File: src/sfrb_consts.svh
`ifndef SFRB_CONSTS_SVH
`define SFRB_CONSTS_SVH

// ==========================================
// Register addresses in the function register space
`define SFRB_ADDR_STACK_TOP      8'h81
`define SFRB_ADDR_DATA_POINTER_PAIR_LOW       8'h82
`define SFRB_ADDR_DATA_POINTER_PAIR_HIGH      8'h83
`define SFRB_ADDR_T0_LOW         8'h8a
`define SFRB_ADDR_T1_LOW         8'h8b
`define SFRB_ADDR_T0_HIGH        8'h8c
`define SFRB_ADDR_T1_HIGH        8'h8d
`define SFRB_ADDR_SERIAL_BUF     8'h99
`define SFRB_ADDR_EXT_CTRL       8'hc1
`define SFRB_ADDR_CAPT_LOW       8'hca
`define SFRB_ADDR_CAPT_HIGH      8'hcb
`define SFRB_ADDR_T2_LOW         8'hcc
`define SFRB_ADDR_T2_HIGH        8'hcd
`define SFRB_ADDR_ACCUM          8'he0
`define SFRB_ADDR_AUX_MUL        8'hf0

// ==========================================
// Reset values
`define SFRB_RST_STACK_TOP       8'h07
`define SFRB_RST_BYTE            8'h00
`define SFRB_RST_WORD            16'h0000
`define SFRB_RST_EXT_CTRL        8'h00

// ==========================================
// Field positions and count limit
`define SFRB_EXT_ANY_EDGE_BIT    0
`define SFRB_COUNT_MAX           16'hffff

`endif

File: src/sfrb_count_pair_note_unused.sv
`timescale 1ns/1ps
`default_nettype none
`default_nettype wire

File: src/sfrb_pkg.sv
`default_nettype none
package sfrb_pkg;

	// ==========================================
	// Timer 2 operating mode
	typedef enum logic [1:0]
	{
		SFRB_T2_TIMER   = 2'b00,
		SFRB_T2_CAPTURE = 2'b01,
		SFRB_T2_RELOAD  = 2'b10
	} sfrb_t2_mode_t;

	// ==========================================
	// Control strobes of one count pair
	typedef struct packed
	{
		logic wr_lo;
		logic wr_hi;
		logic inc;
	} sfrb_cnt_ctl_t;

endpackage : sfrb_pkg
`default_nettype wire

File: src/sfrb_count_pair.sv
`timescale 1ns/1ps
`default_nettype none
`include "sfrb_consts.svh"

module sfrb_count_pair
(
	input  wire logic                  sys_clk_i,
	input  wire logic                  rst_n_i,
	input  wire sfrb_pkg::sfrb_cnt_ctl_t ctl_i,
	input  wire logic [7:0]            wdata_i,
	input  wire logic                  reload_en_i,
	input  wire logic [15:0]           reload_val_i,
	output logic      [15:0]           count_o,
	output logic                       ovf_o
);

	logic [15:0] count_r;
	logic [15:0] count_nxt;
	logic        ovf_r;
	wire         wrap_w;
	wire         any_wr_w;

	// ==========================================
	// Count datapath
	assign wrap_w   = ctl_i.inc && (count_r == `SFRB_COUNT_MAX);
	assign any_wr_w = ctl_i.wr_lo || ctl_i.wr_hi;

	// Software writes win over counting in the same cycle
	assign count_nxt = ctl_i.wr_lo ? {count_r[15:8], wdata_i} :
	                   ctl_i.wr_hi ? {wdata_i, count_r[7:0]} :
	                   (wrap_w && reload_en_i) ? reload_val_i :
	                   ctl_i.inc ? count_r + 16'h0001 :
	                   count_r;

	always_ff @(posedge sys_clk_i or negedge rst_n_i)
	begin
		if (!rst_n_i)
		begin
			count_r <= `SFRB_RST_WORD;
			ovf_r   <= 1'b0;
		end
		else
		begin
			count_r <= count_nxt;
			ovf_r   <= wrap_w && !any_wr_w;
		end
	end

	assign count_o = count_r;
	assign ovf_o   = ovf_r;

endmodule : sfrb_count_pair
`default_nettype wire

File: src/sfrb_bank.sv
// Contract
// - Stack top pointer is an eight bit register.
// - Push and call increment the stack pointer before the data is stored.
// - Reset loads the stack pointer with 07h, first push lands at 08h.
// - Data pointer pair is high byte above low byte.
// - Data pointer pair reachable as one word or two independent bytes.
// - Serial buffer address is backed by separate transmit and receive registers.
// - Writing the serial buffer loads transmit data and starts transmission.
// - Reading the serial buffer returns received data, never transmit data.
// - Timers 0, 1 and 2 each count in a sixteen bit pair.
// - Capture mode copies timer 2 count into capture pair on trigger transition.
// - Reload mode reloads timer 2 from the capture pair on overflow.
// - Auxiliary multiply register holds multiply/divide operands and results, else scratch.
// - New control bits reset to zero and are active at one.
`timescale 1ns/1ps
`default_nettype none
`include "sfrb_consts.svh"

module sfrb_bank
(
	input  wire logic                    sys_clk_i,
	input  wire logic                    nrst_i,
	input  wire logic [7:0]              bus_addr_i,
	input  wire logic [7:0]              bus_wdata_i,
	input  wire logic                    bus_wr_i,
	input  wire logic                    bus_rd_i,
	output logic      [7:0]              bus_rdata_o,
	input  wire logic                    sp_push_i,
	input  wire logic                    sp_pop_i,
	output logic      [7:0]              stack_top_pointer_o,
	input  wire logic                    data_pointer_pair_wr_i,
	input  wire logic [15:0]             data_pointer_pair_wdata_i,
	input  wire logic                    data_pointer_pair_inc_i,
	output logic      [15:0]             data_pointer_pair_o,
	output logic      [7:0]              tx_data_o,
	output logic                         tx_start_o,
	input  wire logic                    rx_load_i,
	input  wire logic [7:0]              rx_data_i,
	input  wire logic [2:0]              tmr_inc_i,
	input  wire sfrb_pkg::sfrb_t2_mode_t t2_mode_i,
	input  wire logic                    timer_two_trigger_input_i,
	output logic      [15:0]             tmr0_count_o,
	output logic      [15:0]             tmr1_count_o,
	output logic      [15:0]             tmr2_count_o,
	output logic      [2:0]              tmr_ovf_o,
	input  wire logic                    md_wr_i,
	input  wire logic [7:0]              md_result_i,
	output logic      [7:0]              aux_mul_o,
	output logic      [7:0]              accumulator_register_o
);

	// ==========================================
	// Reset release
	logic rst_meta_r;
	logic rst_n;

	always_ff @(posedge sys_clk_i or negedge nrst_i)
	begin
		if (!nrst_i)
		begin
			rst_meta_r <= 1'b0;
			rst_n      <= 1'b0;
		end
		else
		begin
			rst_meta_r <= 1'b1;
			rst_n      <= rst_meta_r;
		end
	end

	// ==========================================
	// Address decode
	wire wr_sp_w    = bus_wr_i && (bus_addr_i == `SFRB_ADDR_STACK_TOP);
	wire wr_dpl_w   = bus_wr_i && (bus_addr_i == `SFRB_ADDR_DATA_POINTER_PAIR_LOW);
	wire wr_dph_w   = bus_wr_i && (bus_addr_i == `SFRB_ADDR_DATA_POINTER_PAIR_HIGH);
	wire wr_serial_holding_buffer_w  = bus_wr_i && (bus_addr_i == `SFRB_ADDR_SERIAL_BUF);
	wire wr_ext_w   = bus_wr_i && (bus_addr_i == `SFRB_ADDR_EXT_CTRL);
	wire wr_capl_w  = bus_wr_i && (bus_addr_i == `SFRB_ADDR_CAPT_LOW);
	wire wr_caph_w  = bus_wr_i && (bus_addr_i == `SFRB_ADDR_CAPT_HIGH);
	wire wr_acc_w   = bus_wr_i && (bus_addr_i == `SFRB_ADDR_ACCUM);
	wire wr_b_w     = bus_wr_i && (bus_addr_i == `SFRB_ADDR_AUX_MUL);
	wire wr_t0l_w   = bus_wr_i && (bus_addr_i == `SFRB_ADDR_T0_LOW);
	wire wr_t0h_w   = bus_wr_i && (bus_addr_i == `SFRB_ADDR_T0_HIGH);
	wire wr_t1l_w   = bus_wr_i && (bus_addr_i == `SFRB_ADDR_T1_LOW);
	wire wr_t1h_w   = bus_wr_i && (bus_addr_i == `SFRB_ADDR_T1_HIGH);
	wire wr_t2l_w   = bus_wr_i && (bus_addr_i == `SFRB_ADDR_T2_LOW);
	wire wr_t2h_w   = bus_wr_i && (bus_addr_i == `SFRB_ADDR_T2_HIGH);

	// ==========================================
	// Storage
	logic [7:0]  sp_r;
	logic [7:0]  sp_nxt;
	logic [7:0]  dpl_r;
	logic [7:0]  dph_r;
	logic [15:0] data_pointer_pair_nxt;
	logic [7:0]  tx_hold_r;
	logic        tx_start_r;
	logic [7:0]  rx_hold_r;
	logic [7:0]  capl_r;
	logic [7:0]  caph_r;
	logic [15:0] cap_nxt;
	logic [7:0]  acc_r;
	logic [7:0]  b_r;
	logic [7:0]  b_nxt;
	logic [7:0]  ext_ctrl_r;
	logic        trig_prev_r;
	logic [7:0]  rdata_r;
	logic [7:0]  rdata_nxt;
	logic [7:0]  read_sel;
	logic [15:0] t0_cnt;
	logic [15:0] t1_cnt;
	logic [15:0] t2_cnt;
	logic [2:0]  ovf;

	// ==========================================
	// Stack pointer: bus write, then push, then pop
	assign sp_nxt = wr_sp_w ? bus_wdata_i :
	                sp_push_i ? sp_r + 8'h01 :
	                sp_pop_i ? sp_r - 8'h01 :
	                sp_r;

	// ==========================================
	// Data pointer: byte writes and word access share one pair
	assign data_pointer_pair_nxt = (wr_dpl_w || wr_dph_w) ?
	                  {(wr_dph_w ? bus_wdata_i : dph_r), (wr_dpl_w ? bus_wdata_i : dpl_r)} :
	                  data_pointer_pair_wr_i ? data_pointer_pair_wdata_i :
	                  data_pointer_pair_inc_i ? {dph_r, dpl_r} + 16'h0001 :
	                  {dph_r, dpl_r};

	// ==========================================
	// Timer 2 trigger transition; falling edge unless any edge is enabled
	wire any_edge_w = ext_ctrl_r[`SFRB_EXT_ANY_EDGE_BIT];
	wire trig_edge_w = any_edge_w ? (trig_prev_r ^ timer_two_trigger_input_i) :
	                   (trig_prev_r && !timer_two_trigger_input_i);
	wire capture_w = (t2_mode_i == sfrb_pkg::SFRB_T2_CAPTURE) && trig_edge_w;
	wire reload_en_w = (t2_mode_i == sfrb_pkg::SFRB_T2_RELOAD);

	// Hardware capture wins over a software write in the same cycle
	assign cap_nxt = capture_w ? t2_cnt :
	                 {(wr_caph_w ? bus_wdata_i : caph_r), (wr_capl_w ? bus_wdata_i : capl_r)};

	// Multiply/divide result wins; otherwise plain scratch storage
	assign b_nxt = md_wr_i ? md_result_i :
	               wr_b_w ? bus_wdata_i :
	               b_r;

	// ==========================================
	// Read selection; anything not listed reads zero
	assign read_sel =
		(bus_addr_i == `SFRB_ADDR_STACK_TOP)  ? sp_r :
		(bus_addr_i == `SFRB_ADDR_DATA_POINTER_PAIR_LOW)   ? dpl_r :
		(bus_addr_i == `SFRB_ADDR_DATA_POINTER_PAIR_HIGH)  ? dph_r :
		(bus_addr_i == `SFRB_ADDR_SERIAL_BUF) ? rx_hold_r :
		(bus_addr_i == `SFRB_ADDR_EXT_CTRL)   ? ext_ctrl_r :
		(bus_addr_i == `SFRB_ADDR_CAPT_LOW)   ? capl_r :
		(bus_addr_i == `SFRB_ADDR_CAPT_HIGH)  ? caph_r :
		(bus_addr_i == `SFRB_ADDR_ACCUM)      ? acc_r :
		(bus_addr_i == `SFRB_ADDR_AUX_MUL)    ? b_r :
		(bus_addr_i == `SFRB_ADDR_T0_LOW)     ? t0_cnt[7:0] :
		(bus_addr_i == `SFRB_ADDR_T0_HIGH)    ? t0_cnt[15:8] :
		(bus_addr_i == `SFRB_ADDR_T1_LOW)     ? t1_cnt[7:0] :
		(bus_addr_i == `SFRB_ADDR_T1_HIGH)    ? t1_cnt[15:8] :
		(bus_addr_i == `SFRB_ADDR_T2_LOW)     ? t2_cnt[7:0] :
		(bus_addr_i == `SFRB_ADDR_T2_HIGH)    ? t2_cnt[15:8] :
		8'h00;

	// Data only in the cycle after the read strobe
	assign rdata_nxt = bus_rd_i ? read_sel : 8'h00;

	// ==========================================
	// Register updates
	always_ff @(posedge sys_clk_i or negedge rst_n)
	begin
		if (!rst_n)
		begin
			sp_r        <= `SFRB_RST_STACK_TOP;
			dpl_r       <= `SFRB_RST_BYTE;
			dph_r       <= `SFRB_RST_BYTE;
			tx_hold_r   <= `SFRB_RST_BYTE;
			tx_start_r  <= 1'b0;
			rx_hold_r   <= `SFRB_RST_BYTE;
			capl_r      <= `SFRB_RST_BYTE;
			caph_r      <= `SFRB_RST_BYTE;
			acc_r       <= `SFRB_RST_BYTE;
			b_r         <= `SFRB_RST_BYTE;
			ext_ctrl_r  <= `SFRB_RST_EXT_CTRL;
			trig_prev_r <= 1'b1;
			rdata_r     <= `SFRB_RST_BYTE;
		end
		else
		begin
			sp_r        <= sp_nxt;
			{dph_r, dpl_r} <= data_pointer_pair_nxt;
			// Transmit side only; receive side is a separate register
			tx_hold_r   <= wr_serial_holding_buffer_w ? bus_wdata_i : tx_hold_r;
			tx_start_r  <= wr_serial_holding_buffer_w;
			rx_hold_r   <= rx_load_i ? rx_data_i : rx_hold_r;
			{caph_r, capl_r} <= cap_nxt;
			acc_r       <= wr_acc_w ? bus_wdata_i : acc_r;
			b_r         <= b_nxt;
			// Only the defined bit stores; the rest stays zero
			ext_ctrl_r  <= wr_ext_w ?
			               {7'h00, bus_wdata_i[`SFRB_EXT_ANY_EDGE_BIT]} : ext_ctrl_r;
			trig_prev_r <= timer_two_trigger_input_i;
			rdata_r     <= rdata_nxt;
		end
	end

	// ==========================================
	// Timer count pairs
	wire sfrb_pkg::sfrb_cnt_ctl_t t0_ctl = '{wr_lo: wr_t0l_w, wr_hi: wr_t0h_w, inc: tmr_inc_i[0]};
	wire sfrb_pkg::sfrb_cnt_ctl_t t1_ctl = '{wr_lo: wr_t1l_w, wr_hi: wr_t1h_w, inc: tmr_inc_i[1]};
	wire sfrb_pkg::sfrb_cnt_ctl_t t2_ctl = '{wr_lo: wr_t2l_w, wr_hi: wr_t2h_w, inc: tmr_inc_i[2]};

	sfrb_count_pair u_tmr0
	(
		.sys_clk_i    (sys_clk_i),
		.rst_n_i      (rst_n),
		.ctl_i        (t0_ctl),
		.wdata_i      (bus_wdata_i),
		.reload_en_i  (1'b0),
		.reload_val_i (16'h0000),
		.count_o      (t0_cnt),
		.ovf_o        (ovf[0])
	);

	sfrb_count_pair u_tmr1
	(
		.sys_clk_i    (sys_clk_i),
		.rst_n_i      (rst_n),
		.ctl_i        (t1_ctl),
		.wdata_i      (bus_wdata_i),
		.reload_en_i  (1'b0),
		.reload_val_i (16'h0000),
		.count_o      (t1_cnt),
		.ovf_o        (ovf[1])
	);

	sfrb_count_pair u_tmr2
	(
		.sys_clk_i    (sys_clk_i),
		.rst_n_i      (rst_n),
		.ctl_i        (t2_ctl),
		.wdata_i      (bus_wdata_i),
		.reload_en_i  (reload_en_w),
		.reload_val_i ({caph_r, capl_r}),
		.count_o      (t2_cnt),
		.ovf_o        (ovf[2])
	);

	// ==========================================
	// Outputs
	assign bus_rdata_o            = rdata_r;
	assign stack_top_pointer_o    = sp_r;
	assign data_pointer_pair_o    = {dph_r, dpl_r};
	assign tx_data_o              = tx_hold_r;
	assign tx_start_o             = tx_start_r;
	assign tmr0_count_o           = t0_cnt;
	assign tmr1_count_o           = t1_cnt;
	assign tmr2_count_o           = t2_cnt;
	assign tmr_ovf_o              = ovf;
	assign aux_mul_o              = b_r;
	assign accumulator_register_o = acc_r;

	// ==========================================
	// Checks
	a_sp_reset_value: assert property (
		@(posedge sys_clk_i) $rose(rst_n) |-> (stack_top_pointer_o == 8'h07))
		else $error("stack pointer not 07h after reset");

	a_sp_push_first: assert property (
		@(posedge sys_clk_i) disable iff (!rst_n)
		(sp_push_i && !wr_sp_w) |=> (stack_top_pointer_o == $past(stack_top_pointer_o) + 8'h01))
		else $error("push did not pre-increment stack pointer");

	a_data_pointer_pair_word_write: assert property (
		@(posedge sys_clk_i) disable iff (!rst_n)
		(data_pointer_pair_wr_i && !wr_dpl_w && !wr_dph_w) |=> (data_pointer_pair_o == $past(data_pointer_pair_wdata_i)))
		else $error("word write to data pointer lost");

	a_data_pointer_pair_byte_indep: assert property (
		@(posedge sys_clk_i) disable iff (!rst_n)
		(wr_dpl_w && !wr_dph_w) |=> (data_pointer_pair_o[15:8] == $past(data_pointer_pair_o[15:8]))
		&& (data_pointer_pair_o[7:0] == $past(bus_wdata_i)))
		else $error("low byte write disturbed high byte");

	a_tx_start_once: assert property (
		@(posedge sys_clk_i) disable iff (!rst_n)
		(wr_serial_holding_buffer_w ##1 !wr_serial_holding_buffer_w) |-> (tx_start_o && tx_data_o == $past(bus_wdata_i)) ##1 !tx_start_o)
		else $error("serial buffer write did not start one transmission");

	a_serial_holding_buffer_reads_rx: assert property (
		@(posedge sys_clk_i) disable iff (!rst_n)
		(bus_rd_i && bus_addr_i == `SFRB_ADDR_SERIAL_BUF) |=> (bus_rdata_o == $past(rx_hold_r)))
		else $error("serial buffer read did not return receive data");

	a_t2_capture_copy: assert property (
		@(posedge sys_clk_i) disable iff (!rst_n)
		capture_w |=> ({caph_r, capl_r} == $past(tmr2_count_o)))
		else $error("capture did not copy timer 2 count");

	a_t2_reload_value: assert property (
		@(posedge sys_clk_i) disable iff (!rst_n)
		(reload_en_w && tmr_inc_i[2] && tmr2_count_o == 16'hffff && !wr_t2l_w && !wr_t2h_w)
		|=> (tmr2_count_o == $past({caph_r, capl_r})) && tmr_ovf_o[2])
		else $error("timer 2 did not reload from capture pair");

	a_t0_counts_up: assert property (
		@(posedge sys_clk_i) disable iff (!rst_n)
		(tmr_inc_i[0] && !wr_t0l_w && !wr_t0h_w) |=> (tmr0_count_o == $past(tmr0_count_o) + 16'h0001))
		else $error("timer 0 did not count as a 16-bit pair");

	a_md_result_load: assert property (
		@(posedge sys_clk_i) disable iff (!rst_n)
		md_wr_i |=> (aux_mul_o == $past(md_result_i)))
		else $error("multiply/divide result not held");

	a_unmapped_zero: assert property (
		@(posedge sys_clk_i) disable iff (!rst_n)
		(bus_rd_i && bus_addr_i == 8'hc2) |=> (bus_rdata_o == 8'h00) ##1 (bus_rdata_o == 8'h00 || $past(bus_rd_i)))
		else $error("unimplemented location read non-zero");

	a_sp_pop_down: assert property (
		@(posedge sys_clk_i) disable iff (!rst_n)
		(sp_pop_i && !sp_push_i && !wr_sp_w)
		|=> (stack_top_pointer_o == $past(stack_top_pointer_o) - 8'h01))
		else $error("pop did not decrement stack pointer");

	a_data_pointer_pair_inc_carry: assert property (
		@(posedge sys_clk_i) disable iff (!rst_n)
		(data_pointer_pair_inc_i && !data_pointer_pair_wr_i && !wr_dpl_w && !wr_dph_w)
		|=> (data_pointer_pair_o == $past(data_pointer_pair_o) + 16'h0001))
		else $error("data pointer increment did not carry as one word");

	a_tx_hold_kept: assert property (
		@(posedge sys_clk_i) disable iff (!rst_n)
		!wr_serial_holding_buffer_w |=> (tx_data_o == $past(tx_data_o)))
		else $error("transmit holding register changed without a write");

	a_trig_fall_only: assert property (
		@(posedge sys_clk_i) disable iff (!rst_n)
		(!any_edge_w && !(trig_prev_r && !timer_two_trigger_input_i)
		 && !wr_caph_w && !wr_capl_w) |=> $stable({caph_r, capl_r}))
		else $error("capture pair moved without a falling trigger edge");

endmodule : sfrb_bank
`default_nettype wire

File: config.mk
export PLATFORM = sky130hd
export DESIGN_NAME = sfrb_bank
export DESIGN_NICKNAME = d
export VERILOG_FILES = /design/src/sfrb_count_pair_note_unused.sv /design/src/sfrb_pkg.sv /design/src/sfrb_count_pair.sv /design/src/sfrb_bank.sv
export VERILOG_INCLUDE_DIRS = /design/src
export SDC_FILE = /design/constraint.sdc
export NUM_CORES = 1
export LEC_CHECK = 0
export BUFFER_PORTS_ARGS = -buffer_cell sky130_fd_sc_hd__buf_4
export CORE_ASPECT_RATIO = 0.6
export CORE_MARGIN = 2
export CORE_UTILIZATION = 40
export CTS_CLUSTER_SIZE = 10
export DETAILED_ROUTE_END_ITERATION = 8
export PLACE_DENSITY_LB_ADDON = 0.3
export SYNTH_ARGS = -nofsm -noshare
export SYNTH_HDL_FRONTEND = slang
export SYNTH_SLANG_ARGS = --single-unit
File: constraint.sdc
create_clock -name sys_clk_i -period 5.7 [get_ports sys_clk_i]
set_input_delay 1.14 -clock sys_clk_i [delete_from_list [all_inputs] [get_ports sys_clk_i]]
set_output_delay 1.14 -clock sys_clk_i [all_outputs]
set_load 0.05 [all_outputs]
Word level (Yosys, flattened, before mapping)
Index checks and enable logic that the tools add are counted.
Widths: inputs -> output; s select.
- reduce and logical (&&, ||, !) cells: 51
- add/sub/neg operators: 6
- multiplexer cells: 40
- $mul: 0
- divide/modulo/power cells: 0
- eq/ne operators: 25
- magnitude comparators: 0
- shifts and indexed selects: 0
- bitwise logic cells: 4
- operators with widths (operator ; count):
    $mux 8 ; 28
    $mux 16 ; 11
    $eq 8x8->1 const B ; 15
    $add 16x1->16 const B ; 4
    $eq 16x16->1 const B ; 3
    $logic_and 1x1->1 ; 24
    $reduce_and 2->1 ; 8
    $reduce_bool 2->1 ; 7
    $reduce_bool 3->1 ; 4
    $ne 2x2->1 const B ; 5
    $add 8x1->8 const B ; 1
    $sub 8x1->8 const B ; 1
    $logic_not 1->1 ; 4
    $logic_or 1x1->1 ; 4
    $not 1->1 ; 3
    $eq 2x1->1 const B ; 1
    $eq 2x2->1 const B ; 1
    $mux 1 ; 1
    $xor 1x1->1 ; 1
- output and inout port bits: 108
- word-level logic and storage cells: 150
- bits in latches: 0
- ROM bits: 0
- bits in registers: 136
- memories: 0
- bits in writable memories: 0

Logic depth before layout (Yosys ltp)
Gate-level depths: netlist of the first run.
- word-level depth: 17
- mapped depth: 9

Hierarchy
A second synthesis of the first run with hierarchy kept.
- cells, all modules: 1058
- area, all modules: 9323.9 um2
- modules (own cells, without submodules) (module ; area each (um2) ; cells each ; instances):
    sfrb_bank ; 5596.6 ; 605 ; 1
    sfrb_count_pair ; 1242.4 ; 151 ; 3

Worst setup path after synthesis of the first run
Ideal clock, no wire load.
- kind: input port to flip-flop
- start point: input sp_push_i
- end point: register sp_r[7], in the netlist stack_top_pointer_o[7]
- data arrival time: 2748 ps
- path buffers: 0
- slack: 2828 ps
- stages: 8
- library setup time: 125 ps
- cells stage by stage: inv_1 ha_1 a21oi_1 o211ai_1 o41ai_1 mux2i_1 xnor2_1 mux2_2
- word-level cells in the longest chain between the ends: 2
- ends and longest elaborated chain (element ; RTL line ; source):
    from (decl) ; sfrb_bank.sv:28 ; input wire logic sp_push_i,
    $mux 8 ; sfrb_bank.sv:118 ; sp_push_i ? sp_r + 8'h01 :
    $mux 8 ; sfrb_bank.sv:117 ; assign sp_nxt = wr_sp_w ? bus_wdata_i :
    to (signal assigned) ; sfrb_bank.sv:176 ; sp_r <= `SFRB_RST_STACK_TOP;
    to (signal assigned) ; sfrb_bank.sv:192 ; sp_r <= sp_nxt;
    to (decl) ; sfrb_bank.sv:91 ; logic [7:0] sp_r;
Parallel ways exist; a longest one is shown, timed or not.
A chain may end at the register's enable or synchronous reset.

Worst setup path in the final report of the first run
- start point: input bus_addr_i[0]
- end point: register u_tmr0.count_r[2], in the netlist u_tmr0.count_o[2]
- word-level cells in the longest chain between the ends: 4
- ends and longest elaborated chain (element ; RTL line ; source):
    from (decl) ; sfrb_bank.sv:23 ; input wire logic [7:0] bus_addr_i,
    $eq 8x8->1 (no line) ; - ;
    $logic_and 1x1->1 (on tied branches) ; sfrb_bank.sv:82, sfrb_bank.sv:83 ;
    $ne 2x2->1 (no line) or $reduce_bool 2->1 (tied branches) ; - ;
    $reduce_and 2->1 (no line) ; - ;
    to (signal assigned) ; sfrb_count_pair.sv:39 ; count_r <= `SFRB_RST_WORD;
    to (signal assigned) ; sfrb_count_pair.sv:44 ; count_r <= count_nxt;
    to (decl) ; sfrb_count_pair.sv:17 ; logic [15:0] count_r;
Parallel ways exist; a longest one is shown, timed or not.

==> results of run 1 <==
## where the power goes
part	switching, mW	leakage [nW]	internal [mW]
sequential	0.398	1.68	1.16
combinational	1.04	2.91	0.594
clock	0.447	0.287	0.701
## Yosys cell counts, drive strengths merged (12+ instances only)
cell type / count
nand2b: 12
a21oi: 128
nand4: 14
o21ai: 71
a31oi: 15
dfrtp: 132
xnor2: 26
o22ai: 23
buf: 35
nand3: 45
inv: 24
nor2: 119
mux2i: 57
nor3: 23
mux2: 40
clkbuf: 36
nand2: 89
## layout make-up
cell class | instances | area share [%]
sequential | 136 | 31.1
tap | 286 | 3.26
timing repair buffer | 176 | 12.0
clock buffer | 22 | 4.51
antenna | 1 | 0.0228
clock inverter | 10 | 1.06
multi-input combinational | 816 | 47.2
inverter | 24 | 0.821
## per-stage QoR
step,worst slack [ps],total power [mW],util [%]
6_report,2030,4.35,49.7
5_1_grt,1800,4.54,49.7
4_1_cts,2160,4.34,49.7
3_5_place_dp,1710,3.19,46.9
3_3_place_gp,1800,3.17,46.9
2_1_floorplan,1640,2.60,-
## worst max-delay path by stage
stage / slack (ps) / endpoint / cells after the start / from
3_3_place_gp: 1800 / u_tmr0.count_o[6] / 7 / bus_addr_i[0]
3_5_place_dp: 1710 / u_tmr0.count_o[2] / 7 / bus_addr_i[0]
5_1_grt: 1800 / u_tmr0.count_o[2] / 7 / bus_addr_i[0]
4_1_cts: 2160 / u_tmr0.count_o[2] / 7 / bus_addr_i[0]
6_report: 2030 / u_tmr0.count_o[2] / 7 / bus_addr_i[0]
2_1_floorplan: 1640 / accumulator_register_o[0] / 0 / rst_n
## routing by layer
layer  up-vias  track usage (%)  wire, um
li1       4048                -         -
met4         2             7.24       406
met3        35             6.95      3400
met5         -             1.31        16
met2       475             35.8     13000
met1      4314             45.0     16100
## worst reg2reg max path, stage by stage (launching register included)
cell     delay (ps)
dfrtp_1         520
ha_1            290
nand2_1         150
nor4_4          520
and3_1          610
mux2i_1         270
a21oi_1          90
a21o_1          170
## registers in the layout, indices dropped and copies added (netlist names), 8 cells and up
name,count
accumulator_register_o,8
aux_mul_o,8
bus_rdata_o,8
caph_r,8
capl_r,8
dph_r,8
dpl_r,8
rx_hold_r,8
stack_top_pointer_o,8
tx_data_o,8
u_tmr0.count_o,16
u_tmr1.count_o,16
u_tmr2.count_o,16
## cell families after synthesis
| kind of cell | Yosys count |
|---|---|
| fa+ha+maj | 12 |
| mux | 97 |
| simple gates | 360 |
| compound gates | 309 |
| buf+inv | 95 |
| other cells | 1 |
| flops | 136 |
| xor+xnor | 37 |
==> metrics.txt, run 1 <==
Post-Synth XOR/XNOR Area approximately 3.6%; CP delay by family, top simple AND/OR/NAND/NOR gates; cell row count 42; Post-CTS Setup Inserts 0; Final nets 1247; count of cell types in the netlist 77; synthesis-stage register bit count 136; Fin. Hold Viols 0; Crit Reg-Reg Startpoint u_tmr2.count_o[1]; DR pass1 iterations 6; max-slew violations 0; multi-input logic area a little over 0.005 mm^2; worst rel slew slack 22.2%; largest net degree at the start of global routing 72; worst hold margin around 360 ps; VDD IR-drop max 0.311 mV; Area contributors post-synth dfrtp_1 (37%), a21oi_1 (7.1%), mux2i_1 (6.3%); Cell Pwr Density about 400 mW/mm^2; post-synthesis mux area share between 10% and 20%; Avg Cell Area, Syn between 8 and 9 um^2; H-tree Lvls 4; io pins between 150 and 200; layout cells sized above 1 roughly 23%; Setup TNS Final 0 ps; Critical Path Max Stage Delay 1050 ps; initial DRC count 1008; most common cell after layout, fill and taps aside buf_4; post-synthesis compound-gate area fraction between 20% and 30%; die area 0.0237 mm^2; Die H 120 um; clock sinks between 100 and 150; initial antenna violation count 1; DRC viols 0; Resized cells post-CTS 0; WP data arrival roughly 4000 ps; crit end category flip-flop; Max stage delay cell, worst path nor4bb_1; post-synth top area share 36.7%; clock buffer depth 2; reg2reg path depth 7; syn nets about 1100; first-pass GRT wire length 49700 um; final instance area 0.0110 mm^2; flop2flop setup slack between 2000 and 3000 ps; Ys Warns 0; Post-DRT Antenna Nets 0; Seq/Total Area, Yosys between 30% and 40%; synthesized cell area approximately 0.0090 mm^2; # placed instances approximately 1400; filler cell count between 2000 and 2500; Post-Synth Adder-Cell Area approximately 1.8%; HP Class flip-flop to flip-flop; WP buf/inv 1; most frequent cells in the layout buf_4 (176), dfrtp_1 (131), a21oi_1 (127); number of flops mapped to enable cells by yosys 0; CP Cell Sequence buf_4, nor4bb_1, nand3_1, nand2_1, nor2_1, xnor2_1, a21oi_1; Worst Hold End rst_n; Post-Synthesis Cells approximately 1000; CTS Hold Buffers Added 0; Final Cycle Share between 60 and 70%; Avg WL per Cell approximately 22 um; Layout Cells excl Fill about 1500; Inserted Clock Buffers 17; root buffer cell clkbuf_16; Die X ~200 um; Storage cell area about 0.0034 mm^2; r2r endpoint u_tmr2.count_o[1]; Core ar. 0.0221 mm^2; status finished clean; final setup fails 0; Tightest Pin Transition around 1200 ps; via count around 8900; detailed placer's ending HPWL ~23000 um; TritonCTS clock tree done; CP Max Fanout 65; synth-to-layout area growth 21.9%; hold-critical path depth 0; Simple-Gate Fraction of Synth Area approximately 20%; Post-DP Area between 0.01 and 0.015 mm^2; hold_sp rst_meta_r; Period minus WS final around 3700 ps; clock transition at the registers of the reported paths 60 ps; clock skew approximately 8.3 ps; clock latency on the worst-skew pair ~440 ps; Static Leak between 4 and 5 nW; worst path required time 5990 ps; RSZ-0062 raised after global routing no; Critical Path Start Type input port; main combinational cell family by area after synthesis compound AO/OA/AOI/OAI gates; Peak Freq 273 MHz; largest area contributor in the netlist dfrtp_1; Initial Util approximately two fifths; grt ovf 0; Async S/R FF share, synth 100%; vias in the first global route 8003; worst setup path category input port to flip-flop; prevailing post-synth register cell dfrtp_1; max-cap viol count 0; # port buffers about 170; All-Layer GR Usage between 20% and 30%; gpl congestion roughly 0.96; DR vias/cell around 6.0; drt total wl 32900 um
Note: power is estimated with default switching activity, not from simulation.
==> inputs of run 2 (changes only) <==
--- a/config.mk
+++ b/config.mk
@@ -6,6 +6,7 @@
 export SDC_FILE = /design/constraint.sdc
 export NUM_CORES = 1
 export LEC_CHECK = 0
+export ABC_AREA = 1
 export BUFFER_PORTS_ARGS = -buffer_cell sky130_fd_sc_hd__buf_4
 export CORE_ASPECT_RATIO = 0.6
 export CORE_MARGIN = 2
==> constraint.sdc (replaced) <==
create_clock -name sys_clk_i -period 3.67 [get_ports sys_clk_i]
set_input_delay 0.734 -clock sys_clk_i [delete_from_list [all_inputs] [get_ports sys_clk_i]]
set_output_delay 0.734 -clock sys_clk_i [all_outputs]
set_load 0.05 [all_outputs]
==> run 2 against run 1 <==
  * Critical path depth rose by 4
  * Die area decreased by 1.5%
  * Clock power up 67%
  * Synthesized cell count rose by 12%
  * Final cell count is 11% higher
  * Critical endpoint is now u_tmr2.count_o[9]
  * Sequential power grew 47%
  * Flip-flop and latch count unchanged
==> metrics.txt, run 2 <==
status finished clean; largest area contributor in the netlist dfrtp_1; Avg Cell Area, Syn 7.56 um^2 (-12%); WP buf/inv 1 (unchanged); CP Cell Sequence ha_1, nand3_2, nor3_4, nand2_1, nor2_2, nand4_1, buf_4, nor2_1, a21oi_1, o21ai_1, o21ai_1; Max stage delay cell, worst path dfrtp_1; RSZ-0062 raised after global routing no; post-synth top area share 37.3% (+0.56 points); initial antenna violation count 1 (unchanged); count of cell types in the netlist 56 (-27%); cell mode on critical path o21ai_1; crit end category flip-flop; CP Max Fanout 20 (-69%); grt ovf 0 (unchanged); layout cells sized above 1 22.7% (-0.42 points); Post-Place Worst Slack 938 ps (-770 ps); prevailing post-synth register cell dfrtp_1; clock transition at the registers of the reported paths 70 ps (about the same); count leader, synth nand2_1; Final Cycle Share between 60% and 70%; first-pass GRT wire length 48400 um (-2.5%); max-slew violations 0 (unchanged); Final Worst Setup Slack 1250 ps (-779 ps); CTS Hold Buffers Added 0 (unchanged); syn nets 1248 (+11%); HP Class input port to asynchronous set/reset pin; synthesis-stage register bit count 136 (unchanged); Fin. Hold Viols 0 (unchanged); synth-to-layout area growth 24.4%; final setup fails 0 (unchanged); Cell Pwr Density 597 mW/mm^2 (+51%); detailed placer's ending HPWL 24300 um (+3.6%); worst path required time 3980 ps (-2010 ps); Post-CTS Setup Inserts 0 (unchanged); worst setup path category flip-flop to flip-flop; Critical Path Max Stage Delay 570 ps (-480 ps); gpl congestion 1.00 (+4.3%); cell row count 42 (unchanged); Initial Util 40.4% (-0.32 points); clock sinks 136 (unchanged); All-Layer GR Usage 27.6% (-0.28 points); Avg WL per Cell 19.6 um (-12%); Period minus WS final roughly 2400 ps; Post-Synthesis Cells 1172 (+12%); Inserted Clock Buffers 17 (unchanged); clock buffer depth 2 (unchanged); io pins 172 (unchanged); final core utilization 50.3% (+0.61 points); Setup TNS Final 0 ps (unchanged); Seq/Total Area, Yosys 38.5% (+0.58 points); WP data arrival 2730 ps (-1220 ps); initial DRC count 1025 (+1.7%); number of flops mapped to enable cells by yosys 0 (unchanged); Critical Path Start Type flip-flop; DRC viols 0 (unchanged); Static Leak 5.32 nW (+9.1%); synthesized cell area 0.00886 mm^2 (-1.5%); worst hold margin 68.5 ps (-287 ps); max-cap viol count 0 (unchanged); Area contributors post-synth dfrtp_1 (37%), nand2_1 (11%), o21ai_0 (6.3%); VDD IR-drop max 0.348 mV (+12%); Final nets 1414 (+13%); Tightest Pin Transition 967 ps (-184 ps); synth cell count leaders nand2_1 (259), inv_1 (143), dfrtp_1 (132); DR vias/cell 5.55 (-8.0%); via count 9081 (+2.3%); most common cell after layout, fill and taps aside nand2_1; Resized cells post-CTS 0 (unchanged); clock latency on the worst-skew pair 440 ps (about the same); Async S/R FF share, synth 100% (unchanged); Core ar. 0.0219 mm^2 (-0.71%); CP delay by family, top simple AND/OR/NAND/NOR gates; clock skew 11.8 ps (+3.42 ps); worst rel slew slack 35.5% (+13 points); Post-DRT Antenna Nets 0 (unchanged); Peak Freq between 400 and 500 MHz; Die X 196 um (-0.74%); Ys Warns 0 (unchanged); Diodes inserted 0 (-1); Die H 119 um (-0.73%); vias in the first global route 8266 (+3.3%); most frequent cells in the layout nand2_1 (259), buf_4 (177), inv_1 (143); die area 0.0234 mm^2 (-1.5%); largest net degree at the start of global routing 72 (unchanged); H-tree Lvls 4 (unchanged); # port buffers 171 (unchanged); DR pass1 iterations 7 (+1); TritonCTS clock tree done; root buffer cell clkbuf_16; drt total wl 32100 um (-2.4%)
## run 2: cell count changes after synthesis, sizes merged, moves of 20 or more
cell / change
nand2: +183
inv: +139
a21oi: -81
o21ai: +69
mux2i: -57
mux2: -32
xor2: +28
nor2: -26
clkbuf: -24
o211ai: +23
xnor2: -21
nand3: +20
## run 2: worst paths after layout
path	cells past startpoint	startpoint	slack, ps	endpoint
worst max-delay path	11	u_tmr2.count_o[0]	1250	u_tmr2.count_o[9]
worst min-delay path	1	nrst_i	70	rst_meta_r
worst max register to register	11	u_tmr2.count_o[0]	1250	u_tmr2.count_o[9]
worst min register to register	0	rst_meta_r	360	rst_n
max in group asynchronous	1	rst_n	2230	stack_top_pointer_o[0]
min in group sys_clk_i	0	rst_meta_r	360	rst_n
## run 2: power by group
part	total [mW]	switching (mW)	internal [mW]	leakage, nW
clock	1.92	0.749	1.18	0.318
sequential	2.30	0.504	1.80	1.71
combinational	2.35	1.61	0.749	3.29
total	6.58	2.86	3.72	5.32
## run 2: layout make-up
cell class / instances / area, um^2
Fill cell: 2096 / 10900
Multi-Input combinational cell: 837 / 4640
Sequential cell: 136 / 3410
Timing Repair Buffer: 177 / 1330
Inverter: 169 / 638
Clock buffer: 18 / 439
Tap cell: 286 / 358
Clock inverter: 14 / 210
## run 2: cell families after synthesis
group	after synthesis	share of synthesized area, %
xor gates and xnor gates	44	4.35
and+or+nand+nor	503	27.1
adders and majority gates	12	1.78
other	1	0.0423
DFF	136	38.5
muxes	8	1.02
AOI/OAI and AO/OA	269	18.1
buffers and inverters	199	9.18
## run 2: through the flow
stage                     std cells  area [um^2]  power, mW
after CTS                      1637        11000       6.55
final                          1637        11000       6.58
after global placement         1605        10400       4.60
after detailed placement       1605        10400       4.63
after global routing           1637        11000       6.86
after floorplan                1172         8860       3.77
## run 2: layer usage
layer	global-route usage [%]	wire [um]
met1	42.2	15400
met2	36.4	12500
met3	9.94	3700
met4	6.53	519
met5	0	13
